$ cat src/design/p6mux_pkg.sv
// Constants, types and register layout for the port 6 upper pin selector.
// Assumes a byte-wide register port and a single 25 MHz clock domain.

package p6mux_pkg;

  // ------------------------------------------------------------
  // Widths
  // ------------------------------------------------------------
  localparam int DATA_W = 8;
  localparam int ADDR_W = 4;
  localparam int LVL_W  = 4;
  localparam int PINS   = 2;

  // ------------------------------------------------------------
  // Register offsets
  // ------------------------------------------------------------
  localparam logic [ADDR_W-1:0] OFS_INPUT  = 4'h0;
  localparam logic [ADDR_W-1:0] OFS_OUTPUT = 4'h1;
  localparam logic [ADDR_W-1:0] OFS_DIR    = 4'h2;
  localparam logic [ADDR_W-1:0] OFS_SEL    = 4'h3;
  localparam logic [ADDR_W-1:0] OFS_LEVEL  = 4'h4;

  // ------------------------------------------------------------
  // Field positions
  // ------------------------------------------------------------
  localparam int PIN6_BIT = 6;
  localparam int PIN7_BIT = 7;
  localparam int LVL_LSB  = 0;

  // ------------------------------------------------------------
  // Values
  // ------------------------------------------------------------
  localparam logic [LVL_W-1:0]  LVL_OVERRIDE = 4'hf;
  localparam logic [DATA_W-1:0] RST_OUTPUT   = 8'h00;
  localparam logic [DATA_W-1:0] RST_DIR      = 8'h00;
  localparam logic [DATA_W-1:0] RST_SEL      = 8'h00;
  localparam logic [LVL_W-1:0]  RST_LEVEL    = 4'h0;
  localparam logic [DATA_W-1:0] RDATA_NONE   = 8'h00;

  // ------------------------------------------------------------
  // Types
  // ------------------------------------------------------------
  typedef enum logic [2:0] {
    MODE_GPIO_IN,
    MODE_GPIO_OUT,
    MODE_CH2_IN,
    MODE_DAC_OUT,
    MODE_CH3_IN,
    MODE_SUP_IN
  } p6mux_mode_e;

  typedef struct packed {
    logic [ADDR_W-1:0] addr;
    logic [DATA_W-1:0] wdata;
    logic              wr;
    logic              rd;
  } p6mux_bus_s;

  typedef struct packed {
    logic out;
    logic oe;
  } p6mux_pad_s;

endpackage

$ cat src/design/p6mux_top.sv
// Function selector for the two upper pins of port 6.
// Assumes a register master on MCLK_I and pads resolved outside.

`timescale 1ns/100ps

// Notes on behaviour
// - Pin 6 select clear: plain digital I/O
// - Pin 6 select set, input: channel 2 comparator
// - Pin 6 select and direction set: DAC drives
// - Pin 7 no override, select clear: digital I/O
// - Pin 7 no override, select set: channel 3 comparator
// - Level field 15 routes pin 7 to supervisor
module p6mux_top
(
  // Clock and reset
  input  wire logic                          MCLK_I,
  input  wire logic                          RESET_N_I,
  // Register port
  input  wire logic [p6mux_pkg::ADDR_W-1:0]  BUS_ADDR_I,
  input  wire logic [p6mux_pkg::DATA_W-1:0]  BUS_WDATA_I,
  input  wire logic                          BUS_WR_I,
  input  wire logic                          BUS_RD_I,
  output logic      [p6mux_pkg::DATA_W-1:0]  BUS_RDATA_O,
  // Pads, index 0 is pin 6, index 1 is pin 7
  input  wire logic [p6mux_pkg::PINS-1:0]    PAD_I,
  output logic      [p6mux_pkg::PINS-1:0]    PAD_O,
  output logic      [p6mux_pkg::PINS-1:0]    PAD_OE_O,
  // Sensing front end
  input  wire logic                          SENSE_DAC_OUT_I,
  output logic                               SENSE_CH2_CONNECT_O,
  output logic                               SENSE_CH2_COMPARATOR_IN_O,
  output logic                               SENSE_CH3_CONNECT_O,
  output logic                               SENSE_CH3_COMPARATOR_IN_O,
  // Supply supervisor
  output logic                               SUPERVISOR_CONNECT_O,
  output logic                               SUPERVISOR_EXTERNAL_IN_O
);

  // ------------------------------------------------------------
  // Mode decode
  // ------------------------------------------------------------
  // Shared by both pins; pin 7 alone knows the override.
  function automatic p6mux_pkg::p6mux_mode_e mode_of(
    input logic top_pin,
    input logic sel,
    input logic dir,
    input logic override
  );
    p6mux_pkg::p6mux_mode_e m;
    m = p6mux_pkg::MODE_GPIO_IN;
    if (top_pin && override)
    begin
      m = p6mux_pkg::MODE_SUP_IN;
    end
    else if (!sel)
    begin
      m = dir ? p6mux_pkg::MODE_GPIO_OUT : p6mux_pkg::MODE_GPIO_IN;
    end
    else if (top_pin)
    begin
      m = p6mux_pkg::MODE_CH3_IN;
    end
    else if (dir)
    begin
      m = p6mux_pkg::MODE_DAC_OUT;
    end
    else
    begin
      m = p6mux_pkg::MODE_CH2_IN;
    end
    return m;
  endfunction

  // ------------------------------------------------------------
  // Declarations
  // ------------------------------------------------------------
  p6mux_pkg::p6mux_bus_s                bus;
  p6mux_pkg::p6mux_mode_e               mode6;
  p6mux_pkg::p6mux_mode_e               mode7;
  p6mux_pkg::p6mux_pad_s                pad6_d;
  p6mux_pkg::p6mux_pad_s                pad7_d;
  p6mux_pkg::p6mux_pad_s                pad6_q;
  p6mux_pkg::p6mux_pad_s                pad7_q;
  logic [p6mux_pkg::PINS-1:0]           sync1_q;
  logic [p6mux_pkg::PINS-1:0]           sync2_q;
  logic [p6mux_pkg::PINS-1:0]           out_q;
  logic [p6mux_pkg::PINS-1:0]           out_d;
  logic [p6mux_pkg::PINS-1:0]           dir_q;
  logic [p6mux_pkg::PINS-1:0]           dir_d;
  logic [p6mux_pkg::PINS-1:0]           sel_q;
  logic [p6mux_pkg::PINS-1:0]           sel_d;
  logic [p6mux_pkg::PINS-1:0]           in_q;
  logic [p6mux_pkg::PINS-1:0]           in_d;
  logic [p6mux_pkg::LVL_W-1:0]          lvl_q;
  logic [p6mux_pkg::LVL_W-1:0]          lvl_d;
  logic [p6mux_pkg::DATA_W-1:0]         rdata_q;
  logic [p6mux_pkg::DATA_W-1:0]         rdata_d;
  logic                                 ch2_conn_q;
  logic                                 ch2_conn_d;
  logic                                 ch2_lvl_q;
  logic                                 ch2_lvl_d;
  logic                                 ch3_conn_q;
  logic                                 ch3_conn_d;
  logic                                 ch3_lvl_q;
  logic                                 ch3_lvl_d;
  logic                                 sup_conn_q;
  logic                                 sup_conn_d;
  logic                                 sup_lvl_q;
  logic                                 sup_lvl_d;
  logic                                 override;

  assign bus.addr  = BUS_ADDR_I;
  assign bus.wdata = BUS_WDATA_I;
  assign bus.wr    = BUS_WR_I;
  assign bus.rd    = BUS_RD_I;

  // ------------------------------------------------------------
  // Pad input synchroniser
  // ------------------------------------------------------------
  // Pads are asynchronous; only the second stage feeds logic.
  always_ff @(posedge MCLK_I or negedge RESET_N_I)
  begin
    if (!RESET_N_I)
    begin
      sync1_q <= '0;
      sync2_q <= '0;
    end
    else
    begin
      sync1_q <= PAD_I;
      sync2_q <= sync1_q;
    end
  end

  // ------------------------------------------------------------
  // Register file, next values
  // ------------------------------------------------------------
  always_comb
  begin
    out_d   = out_q;
    dir_d   = dir_q;
    sel_d   = sel_q;
    lvl_d   = lvl_q;
    rdata_d = p6mux_pkg::RDATA_NONE;
    if (bus.wr)
    begin
      case (bus.addr)
        p6mux_pkg::OFS_OUTPUT:
        begin
          out_d = {bus.wdata[p6mux_pkg::PIN7_BIT], bus.wdata[p6mux_pkg::PIN6_BIT]};
        end
        p6mux_pkg::OFS_DIR:
        begin
          dir_d = {bus.wdata[p6mux_pkg::PIN7_BIT], bus.wdata[p6mux_pkg::PIN6_BIT]};
        end
        p6mux_pkg::OFS_SEL:
        begin
          sel_d = {bus.wdata[p6mux_pkg::PIN7_BIT], bus.wdata[p6mux_pkg::PIN6_BIT]};
        end
        p6mux_pkg::OFS_LEVEL:
        begin
          lvl_d = bus.wdata[p6mux_pkg::LVL_LSB +: p6mux_pkg::LVL_W];
        end
        default:
        begin
          lvl_d = lvl_q;
        end
      endcase
    end
    if (bus.rd)
    begin
      case (bus.addr)
        p6mux_pkg::OFS_INPUT:
        begin
          rdata_d[p6mux_pkg::PIN6_BIT] = in_q[0];
          rdata_d[p6mux_pkg::PIN7_BIT] = in_q[1];
        end
        p6mux_pkg::OFS_OUTPUT:
        begin
          rdata_d[p6mux_pkg::PIN6_BIT] = out_q[0];
          rdata_d[p6mux_pkg::PIN7_BIT] = out_q[1];
        end
        p6mux_pkg::OFS_DIR:
        begin
          rdata_d[p6mux_pkg::PIN6_BIT] = dir_q[0];
          rdata_d[p6mux_pkg::PIN7_BIT] = dir_q[1];
        end
        p6mux_pkg::OFS_SEL:
        begin
          rdata_d[p6mux_pkg::PIN6_BIT] = sel_q[0];
          rdata_d[p6mux_pkg::PIN7_BIT] = sel_q[1];
        end
        p6mux_pkg::OFS_LEVEL:
        begin
          rdata_d[p6mux_pkg::LVL_LSB +: p6mux_pkg::LVL_W] = lvl_q;
        end
        default:
        begin
          rdata_d = p6mux_pkg::RDATA_NONE;
        end
      endcase
    end
  end

  // ------------------------------------------------------------
  // Pin routing, next values
  // ------------------------------------------------------------
  // The latch reaches a pad only in digital output mode, so a
  // stale latch value never fights an analog source.
  always_comb
  begin
    override   = (lvl_q == p6mux_pkg::LVL_OVERRIDE);
    mode6      = mode_of(1'b0, sel_q[0], dir_q[0], 1'b0);
    mode7      = mode_of(1'b1, sel_q[1], dir_q[1], override);
    pad6_d     = '0;
    pad7_d     = '0;
    in_d       = '0;
    ch2_conn_d = 1'b0;
    ch2_lvl_d  = 1'b0;
    ch3_conn_d = 1'b0;
    ch3_lvl_d  = 1'b0;
    sup_conn_d = 1'b0;
    sup_lvl_d  = 1'b0;
    case (mode6)
      p6mux_pkg::MODE_GPIO_IN:
      begin
        in_d[0] = sync2_q[0];
      end
      p6mux_pkg::MODE_GPIO_OUT:
      begin
        pad6_d.out = out_q[0];
        pad6_d.oe  = 1'b1;
        in_d[0]    = sync2_q[0];
      end
      p6mux_pkg::MODE_CH2_IN:
      begin
        ch2_conn_d = 1'b1;
        ch2_lvl_d  = sync2_q[0];
      end
      p6mux_pkg::MODE_DAC_OUT:
      begin
        pad6_d.out = SENSE_DAC_OUT_I;
        pad6_d.oe  = 1'b1;
      end
      default:
      begin
        pad6_d = '0;
      end
    endcase
    case (mode7)
      p6mux_pkg::MODE_GPIO_IN:
      begin
        in_d[1] = sync2_q[1];
      end
      p6mux_pkg::MODE_GPIO_OUT:
      begin
        pad7_d.out = out_q[1];
        pad7_d.oe  = 1'b1;
        in_d[1]    = sync2_q[1];
      end
      p6mux_pkg::MODE_CH3_IN:
      begin
        ch3_conn_d = 1'b1;
        ch3_lvl_d  = sync2_q[1];
      end
      p6mux_pkg::MODE_SUP_IN:
      begin
        sup_conn_d = 1'b1;
        sup_lvl_d  = sync2_q[1];
      end
      default:
      begin
        pad7_d = '0;
      end
    endcase
  end

  // ------------------------------------------------------------
  // State registers
  // ------------------------------------------------------------
  always_ff @(posedge MCLK_I or negedge RESET_N_I)
  begin
    if (!RESET_N_I)
    begin
      out_q      <= {p6mux_pkg::RST_OUTPUT[p6mux_pkg::PIN7_BIT], p6mux_pkg::RST_OUTPUT[p6mux_pkg::PIN6_BIT]};
      dir_q      <= {p6mux_pkg::RST_DIR[p6mux_pkg::PIN7_BIT], p6mux_pkg::RST_DIR[p6mux_pkg::PIN6_BIT]};
      sel_q      <= {p6mux_pkg::RST_SEL[p6mux_pkg::PIN7_BIT], p6mux_pkg::RST_SEL[p6mux_pkg::PIN6_BIT]};
      lvl_q      <= p6mux_pkg::RST_LEVEL;
      rdata_q    <= p6mux_pkg::RDATA_NONE;
      in_q       <= '0;
      pad6_q     <= '0;
      pad7_q     <= '0;
      ch2_conn_q <= 1'b0;
      ch2_lvl_q  <= 1'b0;
      ch3_conn_q <= 1'b0;
      ch3_lvl_q  <= 1'b0;
      sup_conn_q <= 1'b0;
      sup_lvl_q  <= 1'b0;
    end
    else
    begin
      out_q      <= out_d;
      dir_q      <= dir_d;
      sel_q      <= sel_d;
      lvl_q      <= lvl_d;
      rdata_q    <= rdata_d;
      in_q       <= in_d;
      pad6_q     <= pad6_d;
      pad7_q     <= pad7_d;
      ch2_conn_q <= ch2_conn_d;
      ch2_lvl_q  <= ch2_lvl_d;
      ch3_conn_q <= ch3_conn_d;
      ch3_lvl_q  <= ch3_lvl_d;
      sup_conn_q <= sup_conn_d;
      sup_lvl_q  <= sup_lvl_d;
    end
  end

  // ------------------------------------------------------------
  // Outputs
  // ------------------------------------------------------------
  assign BUS_RDATA_O               = rdata_q;
  assign PAD_O                     = {pad7_q.out, pad6_q.out};
  assign PAD_OE_O                  = {pad7_q.oe, pad6_q.oe};
  assign SENSE_CH2_CONNECT_O       = ch2_conn_q;
  assign SENSE_CH2_COMPARATOR_IN_O = ch2_lvl_q;
  assign SENSE_CH3_CONNECT_O       = ch3_conn_q;
  assign SENSE_CH3_COMPARATOR_IN_O = ch3_lvl_q;
  assign SUPERVISOR_CONNECT_O      = sup_conn_q;
  assign SUPERVISOR_EXTERNAL_IN_O  = sup_lvl_q;

endmodule

$ cat config.mk
export PLATFORM = sky130hd
export DESIGN_NAME = p6mux_top
export DESIGN_NICKNAME = d
export VERILOG_FILES = /design/src/design/p6mux_pkg.sv /design/src/design/p6mux_top.sv
export SDC_FILE = /design/constraint.sdc
export NUM_CORES = 1
export LEC_CHECK = 0
export ABC_AREA = 1
export BUFFER_PORTS_ARGS = -buffer_cell sky130_fd_sc_hd__buf_2
export CAP_MARGIN = 20
export CORE_ASPECT_RATIO = 0.9
export CORE_MARGIN = 2
export CORE_UTILIZATION = 49
export DETAILED_ROUTE_END_ITERATION = 6
export GPL_TIMING_DRIVEN = 1
export PLACE_DENSITY = 0.77
export SKIP_LAST_GASP = 1
export SLEW_MARGIN = 40
export SYNTH_ARGS = -nofsm -noshare
export SYNTH_HDL_FRONTEND = slang
export SYNTH_SLANG_ARGS = --single-unit
$ cat constraint.sdc
create_clock -name MCLK_I -period 0.9 [get_ports MCLK_I]
set_input_delay 0.18 -clock MCLK_I [delete_from_list [all_inputs] [get_ports MCLK_I]]
set_output_delay 0.18 -clock MCLK_I [all_outputs]
set_load 0.01 [all_outputs]
Word level (Yosys, flattened, before mapping). Cells that the tools add are included.

Word-level logic and storage cells: 57. Input port bits: 19. Output and inout bits: 18. Register bits after elaboration: 34.

Reductions and logical operators: 9. Muxes and demuxes: 19. Equality and inequality tests: 11.

Operator list (count): $mux 1 (11); $mux 3 (3); $eq 4x2->1 const B (2); $mux 8 (1); $pmux 2 s4 (1); $reduce_and 2->1 (4); $eq 3x1->1 const B (2); $eq 3x2->1 const B (2); $eq 3x3->1 const B (2); $logic_not 3->1 (2); $eq 4x1->1 const B (1); $eq 4x3->1 const B (1); $eq 4x4->1 const B (1); $logic_not 4->1 (1); $mux 4 (1); $pmux 2 s2 (1); $reduce_or 2->1 (2); $mux 2 (1).

Depth between registers and ports, before layout. Gate-level depths: netlist of the first run.

Word-level depth: 6. Depth in mapped cells: 6. Mapped depth without buffers: 6.

Worst setup path after synthesis of the first run. Ideal clock, no wire load.

Path kind: input to register. Start point: in BUS_ADDR_I[3] (netlist bit). End point: reg dir_q[0] (netlist bit). Cell stages on the path: 5. Data arrival time: 689 ps. Path buffers: 1. Setup time: 123 ps. Data required time: 777 ps. Path slack: 88 ps. Cells stage by stage: nor2_2 -> buf_6 -> nand2_1 -> o21ai_0 -> nand2_1.

Cells in the longest elaborated chain, start to end: 2.

Ends and longest elaborated chain: from (decl) (line p6mux_top.sv:19) `input wire logic [p6mux_pkg::ADDR_W-1:0] BUS_ADDR_I,`; $eq 4x2->1 (line p6mux_top.sv:147) `case (bus.addr)`; $reduce_and 2->1 (no line); to (signal assigned) (line p6mux_top.sv:286) `dir_q <= {p6mux_pkg::RST_DIR[p6mux_pkg::PIN7_BIT], p6mux_pkg::RST_DIR[p6mux_pkg::PIN6_BIT]};`; to (signal assigned) (line p6mux_top.sv:303) `dir_q <= dir_d;`; to (decl) (line p6mux_top.sv:88) `logic [p6mux_pkg::PINS-1:0] dir_q;`.

No other way between the ends. A chain may end at the register's enable or synchronous reset.

Final worst setup path of the first run.
Start point: reg rdata_q (netlist bit BUS_RDATA_O[0]). End point: out BUS_RDATA_O[0] (netlist bit).

RTL lines: from (decl) (line p6mux_top.sv:96) `logic [p6mux_pkg::DATA_W-1:0] rdata_q;`; from (signal assigned) (line p6mux_top.sv:289) `rdata_q <= p6mux_pkg::RDATA_NONE;`; from (signal assigned) (line p6mux_top.sv:306) `rdata_q <= rdata_d;`; to (decl) (line p6mux_top.sv:23) `output logic [p6mux_pkg::DATA_W-1:0] BUS_RDATA_O,`.

No word-level cell between the ends.

==> qor.csv, run 1 <==
metric,value,unit
crit_required,0.72,ns
seqPwrFrac,0.500,
die_y,51.4,um
syn_avg_cell_area,9.94,um2
pin_count,37,
p_int,2.61,mW
grt_usage,0.189,
syn2layout_area_growth,31.1,%
vdd_drop_max,1550,uV
cp-start-kind,flip-flop,
setup_ws,-0.131,ns
grt_max_degree,33,
yosys_warnings,0,
start_util,0.509,
synthesis.area,0.00122,mm2
violations,setup timing,
drtIter0Drc,9,
detail_route.wirelength,2270,um
grt_pass1_vias,872,
fin_tns_setup,-1.85,ns
clock-sinks,32,
clk-insertion-delay-late,0.34,ns
num_rows,17,
fin_crit_sh,1.15,
clkPwrFrac,0.346,
dp_slack,-0.139,ns
worst_clock_skew,0.00839,ns
ant_nets,0,
crit_chain,buf_2,
grt_pass1_wl,3910,um
drc,0,
vias,926,
portBuffers,32,
grt_remaining_overflow,0,
ys_seq_elements,32,
slew_viol_final,0,
combPwrFrac,0.153,
worstPathBufferInverterCount,1,
antenna_found_initial,0,
fmax,0.970,GHz
avgRoutedWirePerCell,11.4,um
p_leak,0.877,nW
synth_top_cells_by_area,"dfrtp_1 (66%), nand2_1 (5.8%), inv_1 (5.5%)",
power_per_cell_area,2180,mW/mm2
dr.pass1.iters,4,
max-cap-violations,0,
cts_tree,done,
fin_crit,1.03,ns
run_status,finished with violations,
clk_path_buf_depth,2,
fillerInstances,196,
endpoint_kind,output port,
drive_above_1_share,0.357,
viasPerCell,4.65,
core,0.00240,mm2
yosysUniqueCellTypes,17,
ys_seq_area_frac,0.655,
arrival,0.85,ns
die_area,0.00291,mm2
setup_viol,16,
synth_top_area_share,0.655,
critPathKind,flip-flop to output port,
hold_viol,0,
critPathMaxFanout,1,
fin_nets,189,
clk_pin_slew_worst_paths,0.10,ns
slowest_stage,dfrtp_1,
chipWidth,56.7,um
root_buffer,clkbuf_4,
min_path_type,input port to flip-flop,
power,3.50,mW
hold_slack,0.0497,ns
htree_levels,2,
hpwl,1690,um
synthCells,123,
rsz0062_at_grt,yes,
cp_slowest_stage_delay,0.38,ns
cpLargestDelayFamily,flip-flops,
num_antenna_cells,0,
synth_area_leader_cell,dfrtp_1,
place_congestion,0.854,
p_sw,0.891,mW
numCtsBuffers,5,
switching_share,0.255,
-- cell families after synthesis --
group                  after synthesis  share of synthesized area
AND/OR/NAND/NOR                     56                      0.213
flip-flops                          32                      0.655
buffers and inverters               22                     0.0798
AO/OA/AOI/OAI                       12                     0.0491
other                                1                    0.00307
-- cell type report --
class                      count  area [um2]  area share
inverter                      18        67.6      0.0422
clock inverter                 1        30.0      0.0187
clock buffer                   7        65.1      0.0406
timing repair buffer          43         263       0.164
sequential                    32         802       0.500
tap                           28        35.0      0.0219
multi-input combinational     70         340       0.212
-- path summary, 6_finish.rpt --
kind | start | end | depth (start not counted) | slack [ns]
worst max-delay path | BUS_RDATA_O[0] | BUS_RDATA_O[0] | 1 | -0.13
worst min-delay path | BUS_WDATA_I[3] | lvl_q[3] | 3 | 0.05
worst max register to register | lvl_q[0] | PAD_OE_O[1] | 3 | 0.02
worst min register to register | sync1_q[0] | sync2_q[0] | 0 | 0.36
max in group asynchronous | RESET_N_I | dir_q[0] | 3 | 0.41
min in group asynchronous | RESET_N_I | lvl_q[3] | 3 | 0.31
-- cell usage in the layout (no fill, tap or decap), types with 2 or more instances in the layout --
master and count:
o21ai_0 11, nor2_2 3, nand4_1 2, nor3_2 2, nor2_1 17, buf_2 32
inv_2 2, conb_1 2, dlygate4sd3_1 3, nand3_1 8, nand2_2 2, dfrtp_1 31
nor2_4 2, clkbuf_8 2, buf_4 7, clkbuf_4 5, nand2_1 18, inv_1 16
-- power groups by stage --
stage	sequential (mW)	clock (mW)	combinational (mW)
finish	1.75	1.21	0.537
global placement	1.76	0	0.479
global route	1.78	1.30	0.610
floorplan	1.80	0	0.228
CTS	1.75	1.24	0.509
detailed placement	1.78	0	0.497
-- registers in the layout, indices dropped and copies added, names as in the netlist --
| register | flops |
|---|---|
| SENSE_CH2_CONNECT_O | 1 |
| PAD_O | 2 |
| in_q | 2 |
| dir_q | 2 |
| SUPERVISOR_EXTERNAL_IN_O | 1 |
| sync1_q | 2 |
| PAD_OE_O | 2 |
| SENSE_CH2_COMPARATOR_IN_O | 1 |
| SENSE_CH3_CONNECT_O | 1 |
| SUPERVISOR_CONNECT_O | 1 |
| sel_q | 2 |
| lvl_q | 4 |
| sync2_q | 2 |
| out_q | 2 |
| BUS_RDATA_O | 6 |
| SENSE_CH3_COMPARATOR_IN_O | 1 |
-- per-stage QoR --
stage | instance area (um2) | cells | util
finish | 1600 | 199 | 0.667
global route | 1600 | 199 | 0.667
CTS | 1580 | 198 | 0.658
detailed placement | 1460 | 187 | 0.606
global placement | 1460 | 187 | 0.606
floorplan | 1230 | 124 | -
-- synthesized netlist by cell type --
| master | number |
|---|---|
| a21oi_1 | 1 |
| buf_4 | 2 |
| buf_6 | 1 |
| clkbuf_1 | 1 |
| conb_1 | 1 |
| dfrtp_1 | 32 |
| inv_1 | 18 |
| nand2_1 | 19 |
| nand2_2 | 1 |
| nand3_1 | 8 |
| nand3_2 | 1 |
| nand4_1 | 2 |
| nor2_1 | 17 |
| nor2_2 | 3 |
| nor2_4 | 2 |
| nor3_1 | 3 |
| o21ai_0 | 11 |
-- repair_timing --
item	in CTS	in global routing
endpoints found under the hold margin	34	0
hold buffers	3	0
pin swaps	0	2
endpoints found under the setup margin	16	22
buffers inserted	0	1
resized for setup	0	6
-- layer usage --
metal  vias to the layer above  track usage  part of all wire
li1                        472            -                 -
met1                       422        0.228              0.45
met2                        26        0.289              0.46
met3                         6       0.0810             0.063
met4                         0       0.0952             0.022
met5                         -            0                 0
No activity file was read; power rests on OpenSTA's default activity.
==> inputs of run 2 (changes only) <==
Settings changed: TNS_END_PERCENT set to 5.
==> run 2 against run 1 <==
Against the previous run: the run still ends with setup timing left; non-clock buffer count fell by 1; global-route usage unchanged; final cell count decreased by 0.50%; critical path type unchanged; sequential cell count stayed put; cell area shrank 1.3%; routed wire length shrank 1.1%; worst setup slack improved by 0.0016 ns; register-to-register slack about the same; clock skew increased by 0.0017 ns.
==> qor.csv, run 2 (synthesized netlist as in run 1, its figures left out) <==
metric,value,unit,change
worst_clock_skew,0.0101,ns,was 0.00839 ns
cts_tree,done,,unchanged
num_rows,17,,unchanged
final_cell_mix,"dfrtp_1 (32), buf_2 (32), nand2_1 (19)",,"was buf_2 (32), dfrtp_1 (31), nand2_1 (18)"
fillerInstances,199,,was 196
drtIter0Drc,10,,was 9
fin_tns_setup,-1.83,ns,was -1.85 ns
critPathMaxFanout,1,,unchanged
core,0.00240,mm2,unchanged
num_antenna_cells,0,,unchanged
clk-insertion-delay-late,0.34,ns,about the same
dr.pass1.iters,4,,unchanged
place_congestion,0.854,,unchanged
chipWidth,56.7,um,unchanged
run_status,finished with violations,,unchanged
cp_slowest_stage_delay,0.38,ns,about the same
ant_nets,0,,unchanged
root_buffer,clkbuf_4,,unchanged
grt_max_degree,33,,unchanged
violations,setup timing,,unchanged
htree_levels,2,,unchanged
slew_viol_final,0,,unchanged
hpwl,1690,um,unchanged
avgRoutedWirePerCell,11.3,um,was 11.4 um
drive_above_1_share,0.318,,was 0.357
finalCoreUtilization,0.658,,was 0.667
grt_pass1_wl,3910,um,unchanged
endpoint_kind,output port,,unchanged
fin_crit_sh,1.14,,was 1.15
grt_remaining_overflow,0,,unchanged
cts-resized-gates,0,,unchanged
antenna_found_initial,0,,unchanged
power_per_cell_area,2180,mW/mm2,about the same
crit_required,0.72,ns,about the same
start_util,0.509,,unchanged
grt_pass1_vias,872,,unchanged
vdd_drop_max,1550,uV,about the same
hold_viol,0,,unchanged
max-cap-violations,0,,unchanged
min_path_type,input port to flip-flop,,unchanged
fin_crit,1.03,ns,about the same
slowest_stage,dfrtp_1,,unchanged
regArea,801,um2,was 802 um2
arrival,0.85,ns,about the same
worstPathBufferInverterCount,1,,unchanged
cp-start-kind,flip-flop,,unchanged
viasPerCell,4.67,,was 4.65
detail_route.wirelength,2240,um,was 2270 um
critPathKind,flip-flop to output port,,unchanged
pin_count,37,,unchanged
clk_pin_slew_worst_paths,0.10,ns,about the same
multi_input_area,328,um2,was 340 um2
p_leak,0.875,nW,was 0.877 nW
clock-sinks,32,,unchanged
numCtsBuffers,5,,unchanged
fmax,0.972,GHz,was 0.970 GHz
syn2layout_area_growth,29.4,%,was 31.1%
largest_register_ffs,6,,unchanged
drc,0,,unchanged
power,3.45,mW,was 3.50 mW
cpLargestDelayFamily,flip-flops,,unchanged
setup_ws,-0.129,ns,was -0.131 ns
grt_usage,0.189,,unchanged
vias,924,,was 926
setup_viol,16,,unchanged
crit_chain,buf_2,,unchanged
clk_path_buf_depth,2,,unchanged
rsz0062_at_grt,yes,,unchanged
postCtsSetupBuffers,0,,unchanged
die_area,0.00291,mm2,unchanged
portBuffers,32,,unchanged
fin_nets,188,,was 189
die_y,51.4,um,unchanged
==> run 2: changes by cell type in the layout (fill, tap and decap cells not counted), moves of 2 or more <==
cell | previous run | this run
nor3_2 | 2 | 0
inv_2 | 2 | 0
inv_1 | 16 | 18
nor3_1 | 1 | 3
==> run 2: metrics by stage <==
step                      cell area (um2)  hold slack, ns  worst slack, ns  instances
final                                1580          0.0497           -0.129        198
after global routing                 1580          0.0499           -0.179        198
after CTS                            1580          0.0402           -0.152        198
after detailed placement             1460           0.144           -0.139        187
after global placement               1460           0.144           -0.103        187
after floorplan                      1230          -0.116           0.0884        124
==> run 2: worst paths after layout <==
check	from	endpoint	slack, ns	cells after the start
min reg2reg	sync1_q[0]	sync2_q[0]	0.36	0
min	BUS_WDATA_I[3]	lvl_q[3]	0.05	3
max in group asynchronous	RESET_N_I	out_q[1]	0.42	3
min in group asynchronous	RESET_N_I	lvl_q[3]	0.32	3
max reg2reg	lvl_q[2]	PAD_O[1]	0.02	3
max	BUS_RDATA_O[0]	BUS_RDATA_O[0]	-0.13	1
==> run 2: layer usage <==
layer / global-route usage / share of wire / up-vias / wire length [um]
li1: - / - / 472 / -
met1: 0.228 / 0.45 / 420 / 1010
met2: 0.289 / 0.47 / 26 / 1040
met3: 0.0810 / 0.063 / 6 / 142
met4: 0.0952 / 0.022 / 0 / 49
met5: 0 / 0 / - / 0
==> run 2: tightest hold or removal path, stage by stage <==
cell and delay, ns:
buf_2 0.08, nand2_1 0.04, o21ai_0 0.06
==> run 2: layout make-up <==
type,count,share of cell area
Sequential cell,32,0.506
Multi-Input combinational cell,70,0.207
Timing Repair Buffer,42,0.161
Inverter,18,0.0427
Clock buffer,7,0.0411
Tap cell,28,0.0222
Clock inverter,1,0.0190
==> run 2: what timing repair did <==
action	4_1_cts	5_1_grt
endpoints found under the setup margin	16	22
endpoints found under the hold margin	34	0
hold buffers	3	0
pin swaps	0	0
==> run 2: power breakdown <==
group | switching [mW] | internal, mW
clock network | 0.470 | 0.737
registers | 0.0969 | 1.65
logic | 0.302 | 0.200
total | 0.870 | 2.59
==> inputs of run 3 (changes only) <==
Settings changed: ABC_AREA 1 to not set.
==> run 3 against run 2 <==
Against the previous run: the flow still finishes with violations (setup timing); synthesized cell count is 40% lower; non-clock buffer count increased by 11; final cell count decreased by 20%; via count is 16% lower; worst setup slack worse by 0.19 ns; clock power shrank 13%.
==> qor.csv, run 3 <==
metric,value,unit,change
root_buffer,clkbuf_4,,unchanged
htree_levels,2,,unchanged
synth_xor_area_frac,0,,unchanged
num_rows,16,,was 17
portBuffers,32,,unchanged
rr_worst_depth,2,,was 3
endpoint,BUS_RDATA_O[6],,was BUS_RDATA_O[0]
setup_ws,-0.321,ns,was -0.129 ns
grt_max_degree,33,,unchanged
synthMuxAreaShare,0.146,,was 0
dr.pass1.iters,4,,unchanged
vdd_drop_max,1790,uV,was 1550 uV
setup_viol,35,,was 16
cts_tree,done,,unchanged
die_y,50.9,um,was 51.4 um
synthesis.area,0.00120,mm2,was 0.00122 mm2
viasPerCell,4.86,,was 4.67
detail_route.wirelength,2260,um,was 2240 um
synth_edf_count,0,,unchanged
start_util,0.534,,was 0.509
core,0.00224,mm2,was 0.00240 mm2
final_area,0.00163,mm2,was 0.00158 mm2
p_sw,0.831,mW,was 0.870 mW
synth_compound_area_frac,0,,was 0.0491
hpwl,1760,um,was 1690 um
cp_slowest_stage_delay,0.47,ns,was 0.38 ns
largest_register_ffs,6,,unchanged
cp.depth,2,,was 1
synthCells,74,,was 123
drtIter0Drc,15,,was 10
hold_viol,0,,unchanged
switching_share,0.240,,was 0.252
p_leak,0.857,nW,was 0.875 nW
fin_crit_sh,1.36,,was 1.14
numCtsBuffers,5,,unchanged
seqPwrFrac,0.501,,was 0.505
p_int,2.63,mW,was 2.59 mW
cp-start-kind,flip-flop,,unchanged
min_path_type,input port to flip-flop,,unchanged
violations,setup timing,,unchanged
crit_chain,"mux4_2, and4bb_2",,was buf_2
synth_area_leader_cell,dfrtp_1,,unchanged
grt_remaining_overflow,0,,unchanged
combPwrFrac,0.197,,was 0.145
arrival,1.44,ns,was 0.85 ns
pin_count,37,,unchanged
multi_input_area,383,um2,was 328 um2
crit_required,1.12,ns,was 0.72 ns
chipWidth,56.1,um,was 56.7 um
power,3.46,mW,was 3.45 mW
antenna_found_initial,0,,unchanged
synth_top_family_by_area,simple AND/OR/NAND/NOR gates,,unchanged
drive_above_1_share,0.568,,was 0.318
synth_top_cells_by_area,"dfrtp_1 (67%), mux2_2 (7.5%), and2_1 (4.2%)",,"was dfrtp_1 (66%), nand2_1 (5.8%), inv_1 (5.5%)"
yosysUniqueCellTypes,20,,was 17
critPathMaxFanout,2,,was 1
die_area,0.00286,mm2,was 0.00291 mm2
run_status,finished with violations,,unchanged
async_flop_share,1.00,,unchanged
num_antenna_cells,0,,unchanged
synth_top_area_share,0.669,,was 0.655
r2r-end,BUS_RDATA_O[6],,was PAD_O[1]
fin_tns_setup,-3.83,ns,was -1.83 ns
fin_crit,1.22,ns,was 1.03 ns
max-cap-violations,0,,unchanged
finalCoreUtilization,0.728,,was 0.658
ys_seq_area_frac,0.669,,was 0.655
fin_cells,159,,was 198
synth_common_cells,"dfrtp_1 (32), and2_1 (8), mux2_2 (8)",,"was dfrtp_1 (32), nand2_1 (19), inv_1 (18)"
crit_path_start,sel_q[0],,was BUS_RDATA_O[0]
slowest_stage,mux4_2,,was dfrtp_1
clkPwrFrac,0.302,,was 0.349
fin_nets,150,,was 188
dp.cells,147,,was 187
clk_path_buf_depth,2,,unchanged
drc,0,,unchanged
yosys_warnings,0,,unchanged
endpoint_kind,flip-flop,,was output port
synth-main-ff-cell,dfrtp_1,,unchanged
worstPathBufferInverterCount,0,,was 1
synth_adder_area_share,0,,unchanged
place_congestion,0.807,,was 0.854
clock-sinks,32,,unchanged
rsz0062_at_grt,yes,,unchanged
cpLargestDelayFamily,multiplexers,,was flip-flops
synth-simple-area-share,0.163,,was 0.213
avgRoutedWirePerCell,14.2,um,was 11.3 um
ys_seq_elements,32,,unchanged
grt_pass1_vias,797,,was 872
ant_nets,0,,unchanged
clk_pin_slew_worst_paths,0.09,ns,was 0.10 ns
syn_avg_cell_area,16.2,um2,was 9.94 um2
worst_clock_skew,0.00680,ns,was 0.0101 ns
grt_usage,0.183,,was 0.189
final_cell_mix,"dfrtp_1 (32), buf_2 (32), buf_4 (17)",,"was dfrtp_1 (32), buf_2 (32), nand2_1 (19)"
r2r-start,sel_q[0],,was lvl_q[2]
vias,772,,was 924
grt_pass1_wl,3720,um,was 3910 um
placed_area,0.00151,mm2,was 0.00146 mm2
fmax,0.819,GHz,was 0.972 GHz
slew_viol_final,0,,unchanged
r2r_slack,-0.32,ns,was 0.02 ns
clk-insertion-delay-late,0.33,ns,was 0.34 ns
regArea,801,um2,unchanged
fillerInstances,156,,was 199
syn2layout_area_growth,36.3,%,was 29.4%
power_per_cell_area,2120,mW/mm2,was 2180 mW/mm2
critPathKind,flip-flop to flip-flop,,was flip-flop to output port
synth_most_common_cell,dfrtp_1,,unchanged
run 3: worst min path at each step:
stage,start,end,slack [ns],cells past startpoint
final,BUS_WDATA_I[0],lvl_q[0],0.08,2
after floorplan,RESET_N_I,BUS_RDATA_O[0],-0.12,0
after CTS,BUS_WDATA_I[0],lvl_q[0],0.07,2
after detailed placement,RESET_N_I,sync1_q[0],0.15,2
after global placement,RESET_N_I,sync1_q[0],0.14,2
after global routing,BUS_WDATA_I[1],lvl_q[1],0.07,2
run 3: layout make-up:
class	count	area share
clock buffers	6	0.0253
clock inverters	2	0.0215
multi-input cells	39	0.235
flip-flops and latches	32	0.491
well taps	27	0.0207
repair buffers	53	0.207
run 3: cells by family after synthesis:
kind of cell,after synthesis
flip-flops,32
AND/OR/NAND/NOR,24
multiplexers,13
buffers and inverters,4
other,1
run 3: timing repair:
item / CTS / global route
setup endpoints to repair: 33 / 37
hold buffers: 3 / 0
endpoints found under the hold margin: 34 / 0
pin swaps: 1 / 0
resized for setup: 0 / 1
buffers inserted: 0 / 1
run 3: power groups by stage:
| stage | registers, mW | clock network (mW) | logic, mW |
|---|---|---|---|
| after CTS | 1.73 | 1.07 | 0.668 |
| after global routing | 1.75 | 1.14 | 0.742 |
| final | 1.73 | 1.05 | 0.680 |
| after floorplan | 1.80 | 0 | 0.245 |
| after detailed placement | 1.76 | 0 | 0.658 |
| after global placement | 1.74 | 0 | 0.631 |
run 3: per-stage QoR:
step / hold slack, ns / setup WS (ns)
after floorplan: -0.116 / -0.320
after global placement: 0.141 / -0.443
after detailed placement: 0.146 / -0.463
after CTS: 0.0702 / -0.317
after global routing: 0.0726 / -0.337
final: 0.0848 / -0.321
run 3: per-layer routing:
metal / vias to the layer above / track usage / wire length [um]
met4: 0 / 0.127 / 52
met5: - / 0 / 0
met2: 24 / 0.284 / 1150
li1: 368 / - / -
met1: 375 / 0.226 / 941
met3: 5 / 0.0481 / 121
run 3: worst reg2reg max path, cell delays in order (launching register included):
cell and delay (ns):
dfrtp_1 0.41, mux4_2 0.47, and4bb_2 0.24
